$ cat src/sample_port_pkg.sv
// Summary of operation
// - Sample input on every rising clock edge while not in power-down
// - Output enable low drives all twelve pins
// - Output enable high floats all twelve pins
// - Sleep request high enters power-down mode
// - Sleep request low converts samples normally
// - Twelve-bit offset binary, bit 0 least significant
// - One complete word per sample, sustained
package sample_port_pkg;
	// Word width of a conversion result
	localparam int WORD_W = 12;
	// Default pipeline latency in clock cycles
	localparam int LATENCY_CYC = 6;
	// Conversion clock limits and nominal rate, in kHz
	localparam int CLK_MIN_KHZ = 100;
	localparam int CLK_MAX_KHZ = 30000;
	localparam int CLK_NOM_KHZ = 20000;
	// Value shown on the bus after reset: all lines low
	localparam logic [WORD_W-1:0] WORD_RESET = 12'h000;
	// Offset binary code for zero input
	localparam logic [WORD_W-1:0] MID_SCALE = 12'h800;

	// One pipeline stage: a result and its valid mark
	typedef struct packed {
		logic valid;
		logic [WORD_W-1:0] word;
	} stage_t;

	// Bus pins as two vectors: line levels and per-line drive enables
	typedef struct packed {
		logic [WORD_W-1:0] out;
		logic [WORD_W-1:0] oe;
	} pin_bus_t;

	// Power modes
	typedef enum logic [0:0] {
		MODE_ACTIVE = 1'b0,
		MODE_SLEEP = 1'b1
	} mode_t;
endpackage

$ cat src/sample_pipe.sv
`timescale 1ns/1ps
// Fixed-latency delay line for conversion results
module sample_pipe #(
	parameter int DEPTH = sample_port_pkg::LATENCY_CYC
) (
	// Clock and reset
	input wire logic mclk,
	input wire logic rst_n,
	// Stage input and output
	input wire sample_port_pkg::stage_t din,
	output sample_port_pkg::stage_t dout
);
	import sample_port_pkg::*;

	// Stage storage, indexed
	stage_t pipe [DEPTH];
	stage_t next_pipe [DEPTH];

	// Shift every stage by one each clock
	always_comb begin
		for (int i = 0; i < DEPTH; i++) begin
			if (i == 0) begin
				next_pipe[i] = din;
			end else begin
				next_pipe[i] = pipe[i-1];
			end
		end
	end

	// Register the stages
	always_ff @(posedge mclk) begin
		for (int i = 0; i < DEPTH; i++) begin
			if (!rst_n) begin
				pipe[i] <= '{valid: 1'b0, word: WORD_RESET};
			end else begin
				pipe[i] <= next_pipe[i];
			end
		end
	end

	// Oldest stage leaves the line
	assign dout = pipe[DEPTH-1];
endmodule // sample_pipe

$ cat src/adc_parallel_sample_port.sv
`timescale 1ns/1ps
// Digital side of the sampling converter: capture, pipeline, bus drive
module adc_parallel_sample_port #(
	parameter int LATENCY = sample_port_pkg::LATENCY_CYC
) (
	// Conversion clock and reset
	input wire logic mclk,
	input wire logic rst_n,
	// Quantiser result sampled each edge while active, offset binary
	input wire logic [sample_port_pkg::WORD_W-1:0] quant_code,
	// Control pins from the capture party
	input wire logic output_enable_n,
	input wire logic sleep_request,
	// Parallel data bus
	output logic [sample_port_pkg::WORD_W-1:0] sample_word_out,
	output logic [sample_port_pkg::WORD_W-1:0] sample_word_oe,
	// Power state and result mark
	output logic power_down,
	output logic sample_valid
);
	import sample_port_pkg::*;

	// Synchronisers for the pin inputs
	logic oe_n_meta, oe_n_sync;
	logic sleep_meta, sleep_sync;
	// Power mode state
	mode_t mode, next_mode;
	// Capture stage and pipeline tail
	stage_t cap, next_cap;
	stage_t tail;
	// Registered bus drive
	pin_bus_t bus, next_bus;

	// Two-flop synchronisers; first flop feeds only the second
	always_ff @(posedge mclk) begin
		if (!rst_n) begin
			oe_n_meta <= 1'b1;
			oe_n_sync <= 1'b1;
			sleep_meta <= 1'b0;
			sleep_sync <= 1'b0;
		end else begin
			oe_n_meta <= output_enable_n;
			oe_n_sync <= oe_n_meta;
			sleep_meta <= sleep_request;
			sleep_sync <= sleep_meta;
		end
	end

	// Mode follows the synchronised sleep request
	// Two flops ahead of it keep a metastable pin out of the mode
	always_comb begin
		next_mode = sleep_sync ? MODE_SLEEP : MODE_ACTIVE;
	end

	// Capture one new sample per edge while active
	always_comb begin
		next_cap = cap;
		unique case (mode)
			// A fresh word every edge keeps the full conversion rate
			MODE_ACTIVE: begin
				next_cap = '{valid: 1'b1, word: quant_code};
			end
			// Keep the old word but mark it stale so nothing new leaves
			MODE_SLEEP: begin
				next_cap = '{valid: 1'b0, word: cap.word};
			end
		endcase
	end

	// Register mode and capture
	always_ff @(posedge mclk) begin
		if (!rst_n) begin
			mode <= MODE_ACTIVE;
			cap <= '{valid: 1'b0, word: WORD_RESET};
		end else begin
			mode <= next_mode;
			cap <= next_cap;
		end
	end

	// Fixed-latency pipeline after capture
	sample_pipe #(
		.DEPTH(LATENCY)
	) u_pipe (
		.mclk(mclk),
		.rst_n(rst_n),
		.din(cap),
		.dout(tail)
	);

	// Bus drive: word held until a new valid result, enable per bit
	always_comb begin
		// A drained pipe shows no valid word, so the bus keeps its level
		next_bus.out = tail.valid ? tail.word : bus.out;
		// All twelve pins share the one synchronised enable
		for (int b = 0; b < WORD_W; b++) begin
			next_bus.oe[b] = !oe_n_sync;
		end
	end

	// Register bus drive
	always_ff @(posedge mclk) begin
		if (!rst_n) begin
			bus <= '{out: WORD_RESET, oe: '0};
		end else begin
			bus <= next_bus;
		end
	end

	// Pins and power state come straight from registers
	assign sample_word_out = bus.out;
	assign sample_word_oe = bus.oe;
	assign power_down = (mode == MODE_SLEEP);
	// Tail valid marks a fresh word one edge before the bus shows it
	assign sample_valid = tail.valid;

	// Assertions, all on mclk and idle while reset is held
	// The capture check reads rst_n as sampled, so the edge that
	// releases reset opens no attempt that would still see reset values
	property p_float_when_disabled;
		@(posedge mclk) disable iff (!rst_n)
		$past(oe_n_sync) |-> (sample_word_oe == '0);
	endproperty
	a_float_when_disabled: assert property (p_float_when_disabled)
		else $error("bus driven while output enable high");

	property p_drive_when_enabled;
		@(posedge mclk) disable iff (!rst_n)
		(!output_enable_n [*4]) |-> (sample_word_oe == '1);
	endproperty
	a_drive_when_enabled: assert property (p_drive_when_enabled)
		else $error("bus not driven while output enable low");

	property p_sleep_enters;
		@(posedge mclk) disable iff (!rst_n)
		(sleep_request [*4]) |-> power_down;
	endproperty
	a_sleep_enters: assert property (p_sleep_enters)
		else $error("no power-down after sleep request");

	property p_wake;
		@(posedge mclk) disable iff (!rst_n)
		(!sleep_request [*4]) |-> !power_down;
	endproperty
	a_wake: assert property (p_wake)
		else $error("still in power-down after release");

	property p_sample_each_edge;
		@(posedge mclk) disable iff (!rst_n)
		(rst_n && !power_down && !$past(power_down))
			|=> (cap.valid && cap.word == $past(quant_code));
	endproperty
	a_sample_each_edge: assert property (p_sample_each_edge)
		else $error("sample not taken on active edge");

	property p_latency;
		@(posedge mclk) disable iff (!rst_n)
		cap.valid |-> ##(LATENCY) (tail.valid && tail.word == $past(cap.word, LATENCY));
	endproperty
	a_latency: assert property (p_latency)
		else $error("result latency wrong");

	property p_word_on_bus;
		@(posedge mclk) disable iff (!rst_n)
		tail.valid |=> (sample_word_out == $past(tail.word));
	endproperty
	a_word_on_bus: assert property (p_word_on_bus)
		else $error("result not presented on bus");

	property p_sustained;
		@(posedge mclk) disable iff (!rst_n)
		(cap.valid [*8]) |-> ##(LATENCY) (sample_valid
			&& $past(sample_valid, 1) && $past(sample_valid, 2)
			&& $past(sample_valid, 3) && $past(sample_valid, 4)
			&& $past(sample_valid, 5) && $past(sample_valid, 6)
			&& $past(sample_valid, 7));
	endproperty
	a_sustained: assert property (p_sustained)
		else $error("word rate not sustained");

	property p_no_capture_in_sleep;
		@(posedge mclk) disable iff (!rst_n)
		power_down |=> !cap.valid;
	endproperty
	a_no_capture_in_sleep: assert property (p_no_capture_in_sleep)
		else $error("sample taken during power-down");

	property p_word_holds;
		@(posedge mclk) disable iff (!rst_n)
		!sample_valid |=> $stable(sample_word_out);
	endproperty
	a_word_holds: assert property (p_word_holds)
		else $error("bus word changed without a new result");

	property p_pins_together;
		@(posedge mclk) disable iff (!rst_n)
		(sample_word_oe == '0) || (sample_word_oe == '1);
	endproperty
	a_pins_together: assert property (p_pins_together)
		else $error("bus pins enabled unevenly");

	property p_wake_resumes;
		@(posedge mclk) disable iff (!rst_n)
		(!power_down && $past(power_down)) |=> cap.valid;
	endproperty
	a_wake_resumes: assert property (p_wake_resumes)
		else $error("capture not resumed after wake");

	property p_valid_from_active;
		@(posedge mclk) disable iff (!rst_n)
		sample_valid |-> !$past(power_down, LATENCY + 1);
	endproperty
	a_valid_from_active: assert property (p_valid_from_active)
		else $error("result emitted from a sleeping sample");

	property p_mode_follows;
		@(posedge mclk) disable iff (!rst_n)
		power_down == $past(sleep_sync);
	endproperty
	a_mode_follows: assert property (p_mode_follows)
		else $error("power state does not follow sleep request");
endmodule // adc_parallel_sample_port

$ cat config.mk
export PLATFORM = sky130hd
export DESIGN_NAME = adc_parallel_sample_port
export DESIGN_NICKNAME = d
export VERILOG_FILES = /design/src/sample_port_pkg.sv /design/src/sample_pipe.sv /design/src/adc_parallel_sample_port.sv
export SDC_FILE = /design/constraint.sdc
export NUM_CORES = 1
export LEC_CHECK = 0
export BUFFER_PORTS_ARGS = -buffer_cell sky130_fd_sc_hd__buf_2
export CAP_MARGIN = 20
export CORE_ASPECT_RATIO = 1.25
export CORE_MARGIN = 3
export CORE_UTILIZATION = 40
export DETAILED_ROUTE_END_ITERATION = 8
export PLACE_DENSITY = 0.61
export SYNTH_ARGS = -nofsm -noshare
export SYNTH_HDL_FRONTEND = slang
export SYNTH_SLANG_ARGS = --single-unit
$ cat constraint.sdc
create_clock -name mclk -period 1.03 [get_ports mclk]
set_input_delay 0.206 -clock mclk [delete_from_list [all_inputs] [get_ports mclk]]
set_output_delay 0.206 -clock mclk [all_outputs]
set_load 0.1 [all_outputs]
# [Word level (Yosys, flattened, before mapping)]
# Memories as Yosys holds them, arrays and structs flattened.
# Cells that the tools add are included.
[totals] regBits=31 latch_bits=0 ram_bits=78 romBits=0 output_inout_bits=26 memories=1
[mem_list] name="u_pipe.pipe" words=6 word_bits=13 rd=6 rd_clocked_by_memory_dff=0 wr=6 line="sample_pipe.sv:16" rtl="stage_t pipe [DEPTH];"
[classes] add_sub_neg=0 mul=0 n_div=0 order_cmp=0 eq_ne=0 shifts=0 n_mux=10 n_bitwise=7 n_reduce_logical=1
[op_table] cell="two-way mux 13 bit" n=6
[op_table] cell="one-hot mux 13 bit (2 select lines)" n=1
[op_table] cell="bitwise OR 1 bit" n=6
[op_table] cell="two-way mux 1 bit" n=3
[op_table] cell="logical NOT 1 bit" n=1
[op_table] cell="NOT 1 bit" n=1

# [Longest topological paths before layout]
# Gate-level depths: netlist of run 1.
[depth] ltp_word=2 mapped_depth=4

# [Cells and area by module]
# A second synthesis of run 1 with hierarchy kept.
[unflattened] hier_cells=267 area_unflattened_um2=3286.9
[modules_own_cells] module="sample_pipe" n_inst=1 cells_each=164 area_per_inst_um2=2104.5 seq_area_each_um2=1561.5
[modules_own_cells] module="adc_parallel_sample_port" n_inst=1 cells_each=103 area_per_inst_um2=1182.4 seq_area_each_um2=620.6

# [Least setup slack after synthesis of run 1]
# OpenSTA, ideal clock, no wires.
[synth_path] path_kind="flip-flop to output port" startpoint="register sample_word_oe[0] (netlist name)" endpoint="output port sample_word_oe[10] (netlist bit)" arrival_time_ns=1.536 required_time_ns=0.824 path_slack_ns=-0.712 path_stages_with_launch=2 n_path_buf=1 path_cell_list="dfxtp_1 buf_4"
[synth_lines] element="end: declaration" line="adc_parallel_sample_port.sv:16" rtl="output logic [sample_port_pkg::WORD_W-1:0] sample_word_oe,"

==> results of run 1 <==
-- cell families (layout without fill, tap and decap cells) --
logic type / after synthesis / count (layout) / synth area share, %
flops: 109 / 109 / 66.3
simple gates: 109 / 109 / 20.7
buf+inv: 26 / 64 / 5.74
mux: 24 / 24 / 7.29
-- worst min-delay path by stage --
stage	endpoint	slack [ps]	depth (start not counted)
floorplan	oe_n_meta	310	1
global placement	sample_word_oe[0]	360	1
detailed placement	sample_word_oe[0]	370	1
CTS	oe_n_meta	10	2
global route	oe_n_meta	30	2
finish	oe_n_meta	30	2
-- synthesized netlist by cell type, drive strengths merged --
| cell | number |
|---|---|
| dfxtp | 109 |
| nor2b | 26 |
| mux2i | 24 |
| nand2b | 2 |
| and2 | 81 |
| buf | 24 |
| clkbuf | 2 |
-- flip-flops by register name, indices dropped and copies added, names as in the netlist --
register and count:
sleep_meta 1, sample_word_out 12, sample_word_oe 1, u_pipe.pipe 78
oe_n_meta 1, sleep_sync 1, power_down 1, cap 13
oe_n_sync 1
-- per-stage QoR --
stage	cell area (sq um)	cells	setup TNS, ps
floorplan	3430	268	-2960
global placement	3910	382	0
detailed placement	3910	382	0
CTS	4140	401	-4220
global route	4150	401	-4890
finish	4150	401	-3440
-- cells in the final DEF (no fill, tap or decap), types with 2 or more instances in the layout --
master / netlist / routed
sky130_fd_sc_hd__buf_6: 3 / 2
sky130_fd_sc_hd__dfxtp_4: 0 / 3
sky130_fd_sc_hd__buf_12: 0 / 29
sky130_fd_sc_hd__clkbuf_8: 0 / 10
sky130_fd_sc_hd__buf_2: 7 / 15
sky130_fd_sc_hd__buf_4: 13 / 2
sky130_fd_sc_hd__clkinv_4: 0 / 2
sky130_fd_sc_hd__dfxtp_1: 109 / 94
sky130_fd_sc_hd__dfxtp_2: 0 / 12
sky130_fd_sc_hd__nor2b_1: 26 / 26
sky130_fd_sc_hd__nand2b_1: 2 / 2
sky130_fd_sc_hd__and2_1: 81 / 81
sky130_fd_sc_hd__mux2i_1: 24 / 24
-- power by group through the flow --
stage               Clock (W)  Combinational, W  Sequential [W]
CTS                   0.00267          0.000361         0.00432
floorplan                   0          0.000268         0.00444
finish                0.00256          0.000354         0.00432
global route          0.00284          0.000387         0.00434
detailed placement          0          0.000351         0.00443
global placement            0          0.000347         0.00443
-- final cells by class --
| type | instances | area (sq um) | area share (%) |
|---|---|---|---|
| Tap cell | 95 | 119 | 2.86 |
| Clock buffer | 10 | 138 | 3.32 |
| Multi-Input combinational cell | 133 | 922 | 22.2 |
| Sequential cell | 109 | 2210 | 53.2 |
| Timing Repair Buffer | 48 | 693 | 16.7 |
| Clock inverter | 6 | 70.1 | 1.69 |
-- critical path: stages (launching register included) --
cell	delay (ps)
sky130_fd_sc_hd__dfxtp_4	380
sky130_fd_sc_hd__buf_12	140
sky130_fd_sc_hd__buf_12	170
-- routing by layer --
metal	routed length [um]	vias to the layer above	part of all wire (%)
li1	-	879	-
met1	1620	683	46
met2	1660	31	47
met3	208	2	5.9
met4	26	0	0.74
met5	0	-	0
-- repair_timing --
action                                  4_1_cts  5_1_grt
gates cloned                                  0        0
endpoints found under the setup margin       26       33
setup buffers                                 3        0
resized for setup                             0        2
hold buffers                                  0        0
pin swaps                                     0        0
==> parameters.txt, run 1 <==
Parameter                              Value

Run status
  Run status ... complete, but fails checks
  Failing checks ... negative setup slack

Layout
  Fill cell count ... 633
  ANT cells ... 0
  Area growth from synthesis to layout ... 26.0%
  Finished Core Util ... 52.7%
  Post-layout net count ... 317
  Share of final-layout standard cells stronger than drive strength 1 ... 25.8%

Floorplanning
  Die Footprint ... 0.00936 sq mm
  Top Ports ... 42
  Vertical extent of the die ... 107 um
  Die Wd ... 87.2 um
  Standard cell core area ... 0.00788 sq mm
  Starting Density ... 41.8%
  Standard-cell rows ... 36

STA
  RSZ-0062 raised after global routing ... true
  Final WS setup ... -222 ps
  Final count of hold timing violations ... 0
  Setup skew after layout ... 7.45 ps
  Final Hold Slack ... 32.4 ps
  Total setup violations reported at the end of the flow ... 26
  Worst slew slack as a fraction of its limit ... 82.2%
  Highest clock frequency the design can meet ... 799 MHz
  Worst-margin pin slew ... 267 ps
  Max Slew Vio Count ... 0
  Final worst path period share ... 122%
  Time the worst path needs with I/O delays and setup ... 1250 ps

Routing
  Remaining antenna violation count ... 0
  DRC violations left ... 0
  Wirelength, routed ... 3510 um
  Routed len/inst ... 8.76 um
  Vias ... 1595
  DR pass1 iterations ... 4
  DRT iter0 DRCs ... 51
  Via-to-Cell Ratio ... 3.98

Worst setup path
  Crit path required time ... 820 ps
  Worst reg-to-reg setup slack ... 100 ps
  Critical Path Start ... sample_word_oe[0]
  Crit Reg-Reg Startpoint ... power_down
  RR Endpoint ... cap[4]
  Number of cells on the worst reg-to-reg path ... 3
  Data arrival, critical path ... 1050 ps
  Critical path fanouts, max ... 6
  Kind of critical path ... reg2out
  Termination of the worst setup path ... sample_word_oe[7]
  Crit start category ... flop
  Crit end category ... output pin

Power and ir drop
  Clock power share ... 35.4%
  Internal power summed over all cells ... 0.00567 W
  Share of power burned in registers ... 59.7%
  Overall power consumption ... 0.00724 W
  Sw Share ... 21.7%
  Power density over the cells ... 1740 mW/mm^2
  Sw Pwr ... 0.00157 W
  Logic gate share of total power ... 4.9%
  VDD IR-drop max ... 835 uV
  Leakage Power ... 1.64 nW

Global routing
  Number of antenna violations at the first check in global routing ... 0
  Highest-utilization routing layer at the global route stage ... met2
  Wire length of the first global-routing pass ... 6320 um
  Vias in the first global route ... 1440
  Global-route track usage on met2 ... 13.0%
  Grt ovf ... 0
  Met1 usage ... 10.1%
  All-layer global routing usage ... 8.73%
  Met3 Usage GRT ... 4.67%
  Pin count of the biggest net entering global routing ... 68

Synth
  Number of unique standard cell types used by synthesis ... 10
  Synth warn ... 0
  Synthesized instance count ... 268
  Cell taking the most area after synthesis ... sky130_fd_sc_hd__dfxtp_1
  Post-synth design cell area ... 0.00329 sq mm
  Largest cells by area after synthesis ... sky130_fd_sc_hd__dfxtp_1, sky130_fd_sc_hd__and2_1, sky130_fd_sc_hd__mux2i_1
  Flip-flop and latch count after synthesis ... 109
  Mean post-synth cell area ... 12.3 sq um
  Post-synth net total ... 284
  Proportion of synthesized chip area in sequential cells ... 66.3%
  Area share of the largest cell type after synthesis ... 66.3%

Placement
  Count of port buffers added during placement ... 41
  Worst slack after detailed placement ... 128 ps
  Post-detail-place hpwl ... 2130 um
  GP Congestion ... 0.645

CTS
  CTS H-tree depth ... 3
  Num CTS Buffers ... 9
  Master cell of the clock root buffer ... sky130_fd_sc_hd__clkbuf_8
  Total clock sinks ... 109
  Clock-pin transition on the worst setup and hold timing paths ... 100 ps
  Clock tree from TritonCTS ... yes
  Maximum number of buffers from clock root to sink ... 2
  Worst-skew pair later-pin latency ... 350 ps

Flow run
  Max Cap Viol ... 0

Worst hold path
  Min-Delay Startpoint ... output_enable_n
  Worst min-delay path category ... in2reg
Power figures use the tool's default switching activity.
==> run 2: changes to the inputs <==
- clock period: 1.03 -> 1.4 ns (I/O delays scaled with it)
==> run 2 against run 1 <==
The flow now finishes without violations. First-iteration DRC count shrank 7.8%. Core utilization shrank 2.6 points. Die area is the same. Clock skew is essentially flat. Largest cell class unchanged. Largest power group unchanged. Highest routed layer unchanged.
==> parameters.txt, run 2 (synthesis gave the netlist of run 1 again) <==
Parameter                              Value

Layout
  Fill cell count ... 691 (+9.2%)
  Max reg flops ... 78 (unchanged)
  Leading cell types in the layout, fill and taps excluded ... sky130_fd_sc_hd__dfxtp_1, sky130_fd_sc_hd__and2_1, sky130_fd_sc_hd__nor2b_1, sky130_fd_sc_hd__mux2i_1, sky130_fd_sc_hd__buf_12
  Cell Count, Final, Fillers Out ... 400 (-0.25%)
  Finished Core Util ... 50.1% (-2.6 points)
  Post-layout net count ... 316 (-0.32%)
  Share of final-layout standard cells stronger than drive strength 1 ... 21.6% (-4.2 points)
  Top reg by flops ... u_pipe.pipe
  ANT cells ... 0 (unchanged)
  Most common cell after layout, fill and taps aside ... sky130_fd_sc_hd__dfxtp_1
  Area growth from synthesis to layout ... 19.9%

Placement
  GP Congestion ... 0.614 (-4.7%)
  DP Cell Count ... 381 (-0.26%)
  Post-detail-place hpwl ... 2130 um (-0.18%)
  Count of port buffers added during placement ... 41 (unchanged)
  Worst slack after detailed placement ... 335 ps (+207 ps)

Power and ir drop
  Internal power summed over all cells ... 0.00401 W (-29%)
  Sw Pwr ... 0.00119 W (-24%)
  VDD IR-drop max ... 600 uV (-28%)
  Clock power share ... 33.7% (-1.7 points)
  Overall power consumption ... 0.00520 W (-28%)
  Leakage Power ... 1.59 nW (-3.5%)
  Share of power burned in registers ... 61.3% (+1.6 points)
  Sw Share ... 22.8% (+1.2 points)
  Power density over the cells ... 1320 mW/mm^2 (-25%)
  Logic gate share of total power ... 5.0% (about the same)

Routing
  Routed len/inst ... 9.15 um (+4.4%)
  Remaining antenna violation count ... 0 (unchanged)
  DRT iter0 DRCs ... 47 (-7.8%)
  DR pass1 iterations ... 2 (-2)
  Vias ... 1611 (+1.0%)
  Via-to-Cell Ratio ... 4.03 (+1.3%)
  DRC violations left ... 0 (unchanged)
  Wirelength, routed ... 3660 um (+4.2%)

STA
  Worst slew slack as a fraction of its limit ... 78.8% (-3.3 points)
  Setup TNS after final layout ... 0 ps (+3440 ps)
  Final count of hold timing violations ... 0 (unchanged)
  Worst-margin pin slew ... 318 ps (+50.0 ps)
  Time the worst path needs with I/O delays and setup ... 1340 ps
  RSZ-0062 raised after global routing ... false
  Max Slew Vio Count ... 0 (unchanged)
  Final worst path period share ... 95.8%
  Total setup violations reported at the end of the flow ... 0 (-100%)
  Final WS setup ... 59.5 ps (+281 ps)
  Setup skew after layout ... 7.51 ps (+0.0653 ps)
  Highest clock frequency the design can meet ... 746 MHz

Floorplanning
  Standard-cell rows ... 36 (unchanged)
  Standard cell core area ... 0.00788 sq mm (unchanged)
  Top Ports ... 42 (unchanged)
  Starting Density ... 41.8% (unchanged)
  Die Wd ... 87.2 um (unchanged)
  Vertical extent of the die ... 107 um (unchanged)
  Die Footprint ... 0.00936 sq mm (unchanged)

Worst hold path
  End point of the worst hold path ... oe_n_meta
  Worst min-delay path category ... in2reg
  Hold Path Depth ... 2 (unchanged)
  Min-Delay Startpoint ... output_enable_n

CTS
  Master cell of the clock root buffer ... sky130_fd_sc_hd__clkbuf_8
  Worst-skew pair later-pin latency ... 350 ps (about the same)
  Clock tree from TritonCTS ... yes
  Total clock sinks ... 109 (unchanged)
  Post-CTS Hold Buffers ... 0 (unchanged)
  Clock-pin transition on the worst setup and hold timing paths ... 90 ps (about the same)
  Num CTS Buffers ... 9 (unchanged)
  CTS H-tree depth ... 3 (unchanged)
  Maximum number of buffers from clock root to sink ... 2 (unchanged)

Global routing
  All-layer global routing usage ... 8.62% (-0.11 points)
  Number of antenna violations at the first check in global routing ... 0 (unchanged)
  Wire length of the first global-routing pass ... 6270 um (-0.76%)
  Pin count of the biggest net entering global routing ... 110 (+62%)
  Vias in the first global route ... 1428 (-0.83%)
  Grt ovf ... 0 (unchanged)

Run status
  Run status ... finished, final reports clean

Worst setup path
  RR Endpoint ... sample_word_out[1]
  Kind of critical path ... reg2out
  Data arrival, critical path ... 1060 ps (about the same)
  Crit Reg-Reg Startpoint ... u_pipe.pipe[2][25]
  Worst reg-to-reg setup slack ... 380 ps (+280 ps)
  Critical path fanouts, max ... 6 (unchanged)
  Number of cells on the worst reg-to-reg path ... 3 (unchanged)
  Crit end category ... output pin
  Crit path required time ... 1120 ps (+300 ps)
  Crit start category ... flop

Flow run
  Max Cap Viol ... 0 (unchanged)
-- run 2: cell types whose count changed in the layout (fill, tap and decap cells not counted), moves of 10 or more --
cell,delta
sky130_fd_sc_hd__dfxtp_2,-10
sky130_fd_sc_hd__buf_4,+13
sky130_fd_sc_hd__dfxtp_1,+12
sky130_fd_sc_hd__buf_12,-12
-- run 2: worst max-delay path by stage --
| stage | to | slack, ps | depth (start not counted) | startpoint |
|---|---|---|---|---|
| 4_1_cts | sample_word_oe[7] | 30 | 2 | sample_word_oe[0] |
| 6_report | sample_word_oe[7] | 60 | 2 | sample_word_oe[0] |
| 3_5_place_dp | sample_word_oe[4] | 340 | 1 | sample_word_oe[0] |
| 5_1_grt | sample_word_oe[8] | 10 | 2 | sample_word_oe[0] |
| 3_3_place_gp | sample_word_oe[7] | 360 | 1 | sample_word_oe[0] |
| 2_1_floorplan | cap[0] | 40 | 4 | power_down |
-- run 2: layer usage --
metal	wire length, um	track usage [%]	vias up
li1	-	-	876
met1	1670	9.73	697
met2	1710	13.5	30
met3	206	3.45	8
met4	78	5.26	0
met5	0	0	-
-- run 2: power by group through the flow --
stage	combinational (W)	clock [W]	sequential, W
floorplan	0.000182	0	0.00327
finish	0.000260	0.00175	0.00318
global placement	0.000246	0	0.00326
CTS	0.000266	0.00185	0.00319
detailed placement	0.000250	0	0.00326
global route	0.000283	0.00196	0.00319
-- run 2: repair_timing --
action / CTS / global route
gates resized for setup: 12 / 0
endpoints found under the setup margin: 24 / 0
buffers inserted: 3 / 0
-- run 2: worst max-delay path: stages, from the launching register on --
cell and delay [ps]:
sky130_fd_sc_hd__dfxtp_4 390, sky130_fd_sc_hd__buf_12 140, sky130_fd_sc_hd__buf_12 170
-- run 2: per-stage QoR --
| step | cell area (sq um) | hold WS (ps) |
|---|---|---|
| after floorplan | 3300 | 358 |
| after global placement | 3680 | 360 |
| after detailed placement | 3680 | 369 |
| after CTS | 3950 | 82.0 |
| after global routing | 3950 | 110 |
| final | 3950 | 106 |
-- run 2: cell type report --
| class | instances | area, sq um | area share, % |
|---|---|---|---|
| sequential | 109 | 2190 | 55.4 |
| timing repair buffer | 47 | 528 | 13.4 |
| clock buffer | 10 | 138 | 3.49 |
| tap | 95 | 119 | 3.01 |
| multi-input combinational | 133 | 922 | 23.4 |
| clock inverter | 6 | 52.6 | 1.33 |
==> run 3: changes to the inputs <==
- CORE_UTILIZATION: 40 -> 55
- PLACE_DENSITY: 0.61 -> 0.78
==> run 3 against run 2 <==
Register-to-register slack hardly changed. Cell count is 8.5% lower. Clock power grew 7%. Sequential share of layout area grew 3.2 points. Routed wire length decreased by 0.38%. Core utilization increased by 17 points. First-iteration DRC count grew 72%. Non-clock buffer count shrank 3. Via count is 0.74% higher. Clock skew fell by 1.0 ps. Critical endpoint is now sample_word_oe[3]. Largest cell class unchanged. Largest power group unchanged. Highest routed layer unchanged.
==> parameters.txt, run 3 (synthesis gave the netlist of run 1 again) <==
Parameter                              Value

STA
  Highest clock frequency the design can meet ... 723 MHz (-3.1%)
  Final worst path period share ... 98.8% (+3.0 points)
  Time the worst path needs with I/O delays and setup ... 1380 ps (+42.6 ps)
  Total setup violations reported at the end of the flow ... 0 (unchanged)
  RSZ-0062 raised after global routing ... true
  Max Slew Vio Count ... 0 (unchanged)
  Worst slew slack as a fraction of its limit ... 79.8% (+0.96 points)
  Worst-margin pin slew ... 303 ps (-14.4 ps)
  Final count of hold timing violations ... 0 (unchanged)
  Final Hold Slack ... 104 ps (-1.71 ps)
  Setup skew after layout ... 6.49 ps (-1.03 ps)
  Final WS setup ... 16.9 ps (-42.6 ps)
  Setup TNS after final layout ... 0 ps (unchanged)

Layout
  Top reg by flops ... u_pipe.pipe
  Area growth from synthesis to layout ... 13.3%
  Leading cell types in the layout, fill and taps excluded ... sky130_fd_sc_hd__dfxtp_1, sky130_fd_sc_hd__and2_1, sky130_fd_sc_hd__nor2b_1, sky130_fd_sc_hd__mux2i_1
  Finished Core Util ... 66.7% (+17 points)
  Most common cell after layout, fill and taps aside ... sky130_fd_sc_hd__dfxtp_1
  Max reg flops ... 78 (unchanged)
  Share of final-layout standard cells stronger than drive strength 1 ... 20.5% (-1.1 points)
  Post-route cell area ... 0.00373 sq mm (-5.5%)
  ANT cells ... 0 (unchanged)
  Post-layout net count ... 313 (-0.95%)

Worst setup path
  Crit end category ... output pin
  Critical path fanouts, max ... 12 (+6)
  Data arrival, critical path ... 1100 ps (+40 ps)
  Cell at the slowest stage of the critical path ... sky130_fd_sc_hd__dfxtp_4
  Crit start category ... flop
  Largest stage delay on the critical path ... 410 ps (+20 ps)
  Crit Reg-Reg Startpoint ... u_pipe.pipe[2][25]
  Critical Path Start ... sample_word_oe[0]
  Crit path required time ... 1120 ps (about the same)
  Buffers and inverters on the worst path ... 1 (-1)
  CP delay by family, top ... flip-flops
  Kind of critical path ... reg2out
  Cells along the critical path ... clkbuf_4

Floorplanning
  Die Wd ... 75.2 um (-14%)
  Starting Density ... 58.9% (+17 points)
  Die Footprint ... 0.00696 sq mm (-26%)
  Vertical extent of the die ... 92.5 um (-14%)
  Top Ports ... 42 (unchanged)
  Standard-cell rows ... 30 (-17%)
  Standard cell core area ... 0.00559 sq mm (-29%)

CTS
  CTS H-tree depth ... 3 (unchanged)
  Total clock sinks ... 109 (unchanged)
  Worst-skew pair later-pin latency ... 350 ps (about the same)
  Post-CTS Hold Buffers ... 0 (unchanged)
  Clock-pin transition on the worst setup and hold timing paths ... 90 ps (about the same)
  Num CTS Buffers ... 9 (unchanged)
  Maximum number of buffers from clock root to sink ... 2 (unchanged)
  Setup fix buffers added after clock tree synthesis ... 0 (-3)
  Clock tree from TritonCTS ... yes
  Master cell of the clock root buffer ... sky130_fd_sc_hd__clkbuf_8

Worst hold path
  Min-Delay Startpoint ... output_enable_n
  Worst min-delay path category ... in2reg

Power and ir drop
  Leakage Power ... 1.54 nW (-3.1%)
  VDD IR-drop max ... 903 uV (+51%)
  Power density over the cells ... 1420 mW/mm^2 (+7.7%)

Placement
  GP Congestion ... 0.602 (-1.9%)
  Post-detailed-placement cell area ... 0.00346 sq mm (-6.0%)
  Worst slack after detailed placement ... 319 ps (-16.0 ps)
  Count of port buffers added during placement ... 41 (unchanged)
  Post-detail-place hpwl ... 2130 um (+0.33%)

Flow run
  Max Cap Viol ... 0 (unchanged)

Global routing
  Number of antenna violations at the first check in global routing ... 0 (unchanged)
  All-layer global routing usage ... 11.8% (+3.2 points)
  Vias in the first global route ... 1430 (+0.14%)
  Pin count of the biggest net entering global routing ... 110 (unchanged)
  Wire length of the first global-routing pass ... 6000 um (-4.4%)
  Grt ovf ... 0 (unchanged)

Routing
  Wirelength, routed ... 3650 um (-0.38%)
  DRT iter0 DRCs ... 81 (+72%)
  Remaining antenna violation count ... 0 (unchanged)
  DR pass1 iterations ... 3 (+1)
  Routed len/inst ... 9.96 um (+8.9%)
  Vias ... 1623 (+0.74%)
  DRC violations left ... 0 (unchanged)
  Via-to-Cell Ratio ... 4.43 (+10%)

Run status
  Run status ... finished, final reports clean
run 3: area by class of cell:
cell class,instances,area [sq um]
multi-input cells,133,922
repair buffers,44,330
flip-flops and latches,109,2190
clock inverters,3,42.5
well taps,64,80.1
fillers,417,1860
clock buffers,13,169
run 3: repair_timing:
| item | 4_1_cts | 5_1_grt |
|---|---|---|
| endpoints found under the setup margin | 24 | 12 |
| gates cloned | 0 | 0 |
| resized for setup | 12 | 13 |
| endpoints found under the hold margin | 0 | 0 |
run 3: path summary, 6_finish.rpt:
kind | depth (start not counted) | slack, ps | endpoint
worst min-delay path | 2 | 100 | oe_n_meta
worst max-delay path | 1 | 20 | sample_word_oe[3]
worst min register to register | 1 | 390 | sample_word_oe[0]
worst max register to register | 3 | 370 | sample_word_out[5]
run 3: metrics by stage:
stage / cells / total power [W]
6_report: 366 / 0.00529
5_1_grt: 366 / 0.00554
4_1_cts: 366 / 0.00537
3_5_place_dp: 350 / 0.00348
3_3_place_gp: 350 / 0.00347
2_1_floorplan: 268 / 0.00345
run 3: power by group:
group          internal, W  switching (W)
sequential         0.00317      0.0000199
combinational    0.0000848       0.000136
clock             0.000971       0.000914
run 3: layer usage:
layer	GRT usage (%)	vias to the layer above	routed length [um]
met5	0	-	0
met4	7.87	0	79
met3	5.86	7	217
met2	18.9	33	1800
met1	11.6	715	1550
li1	-	868	-
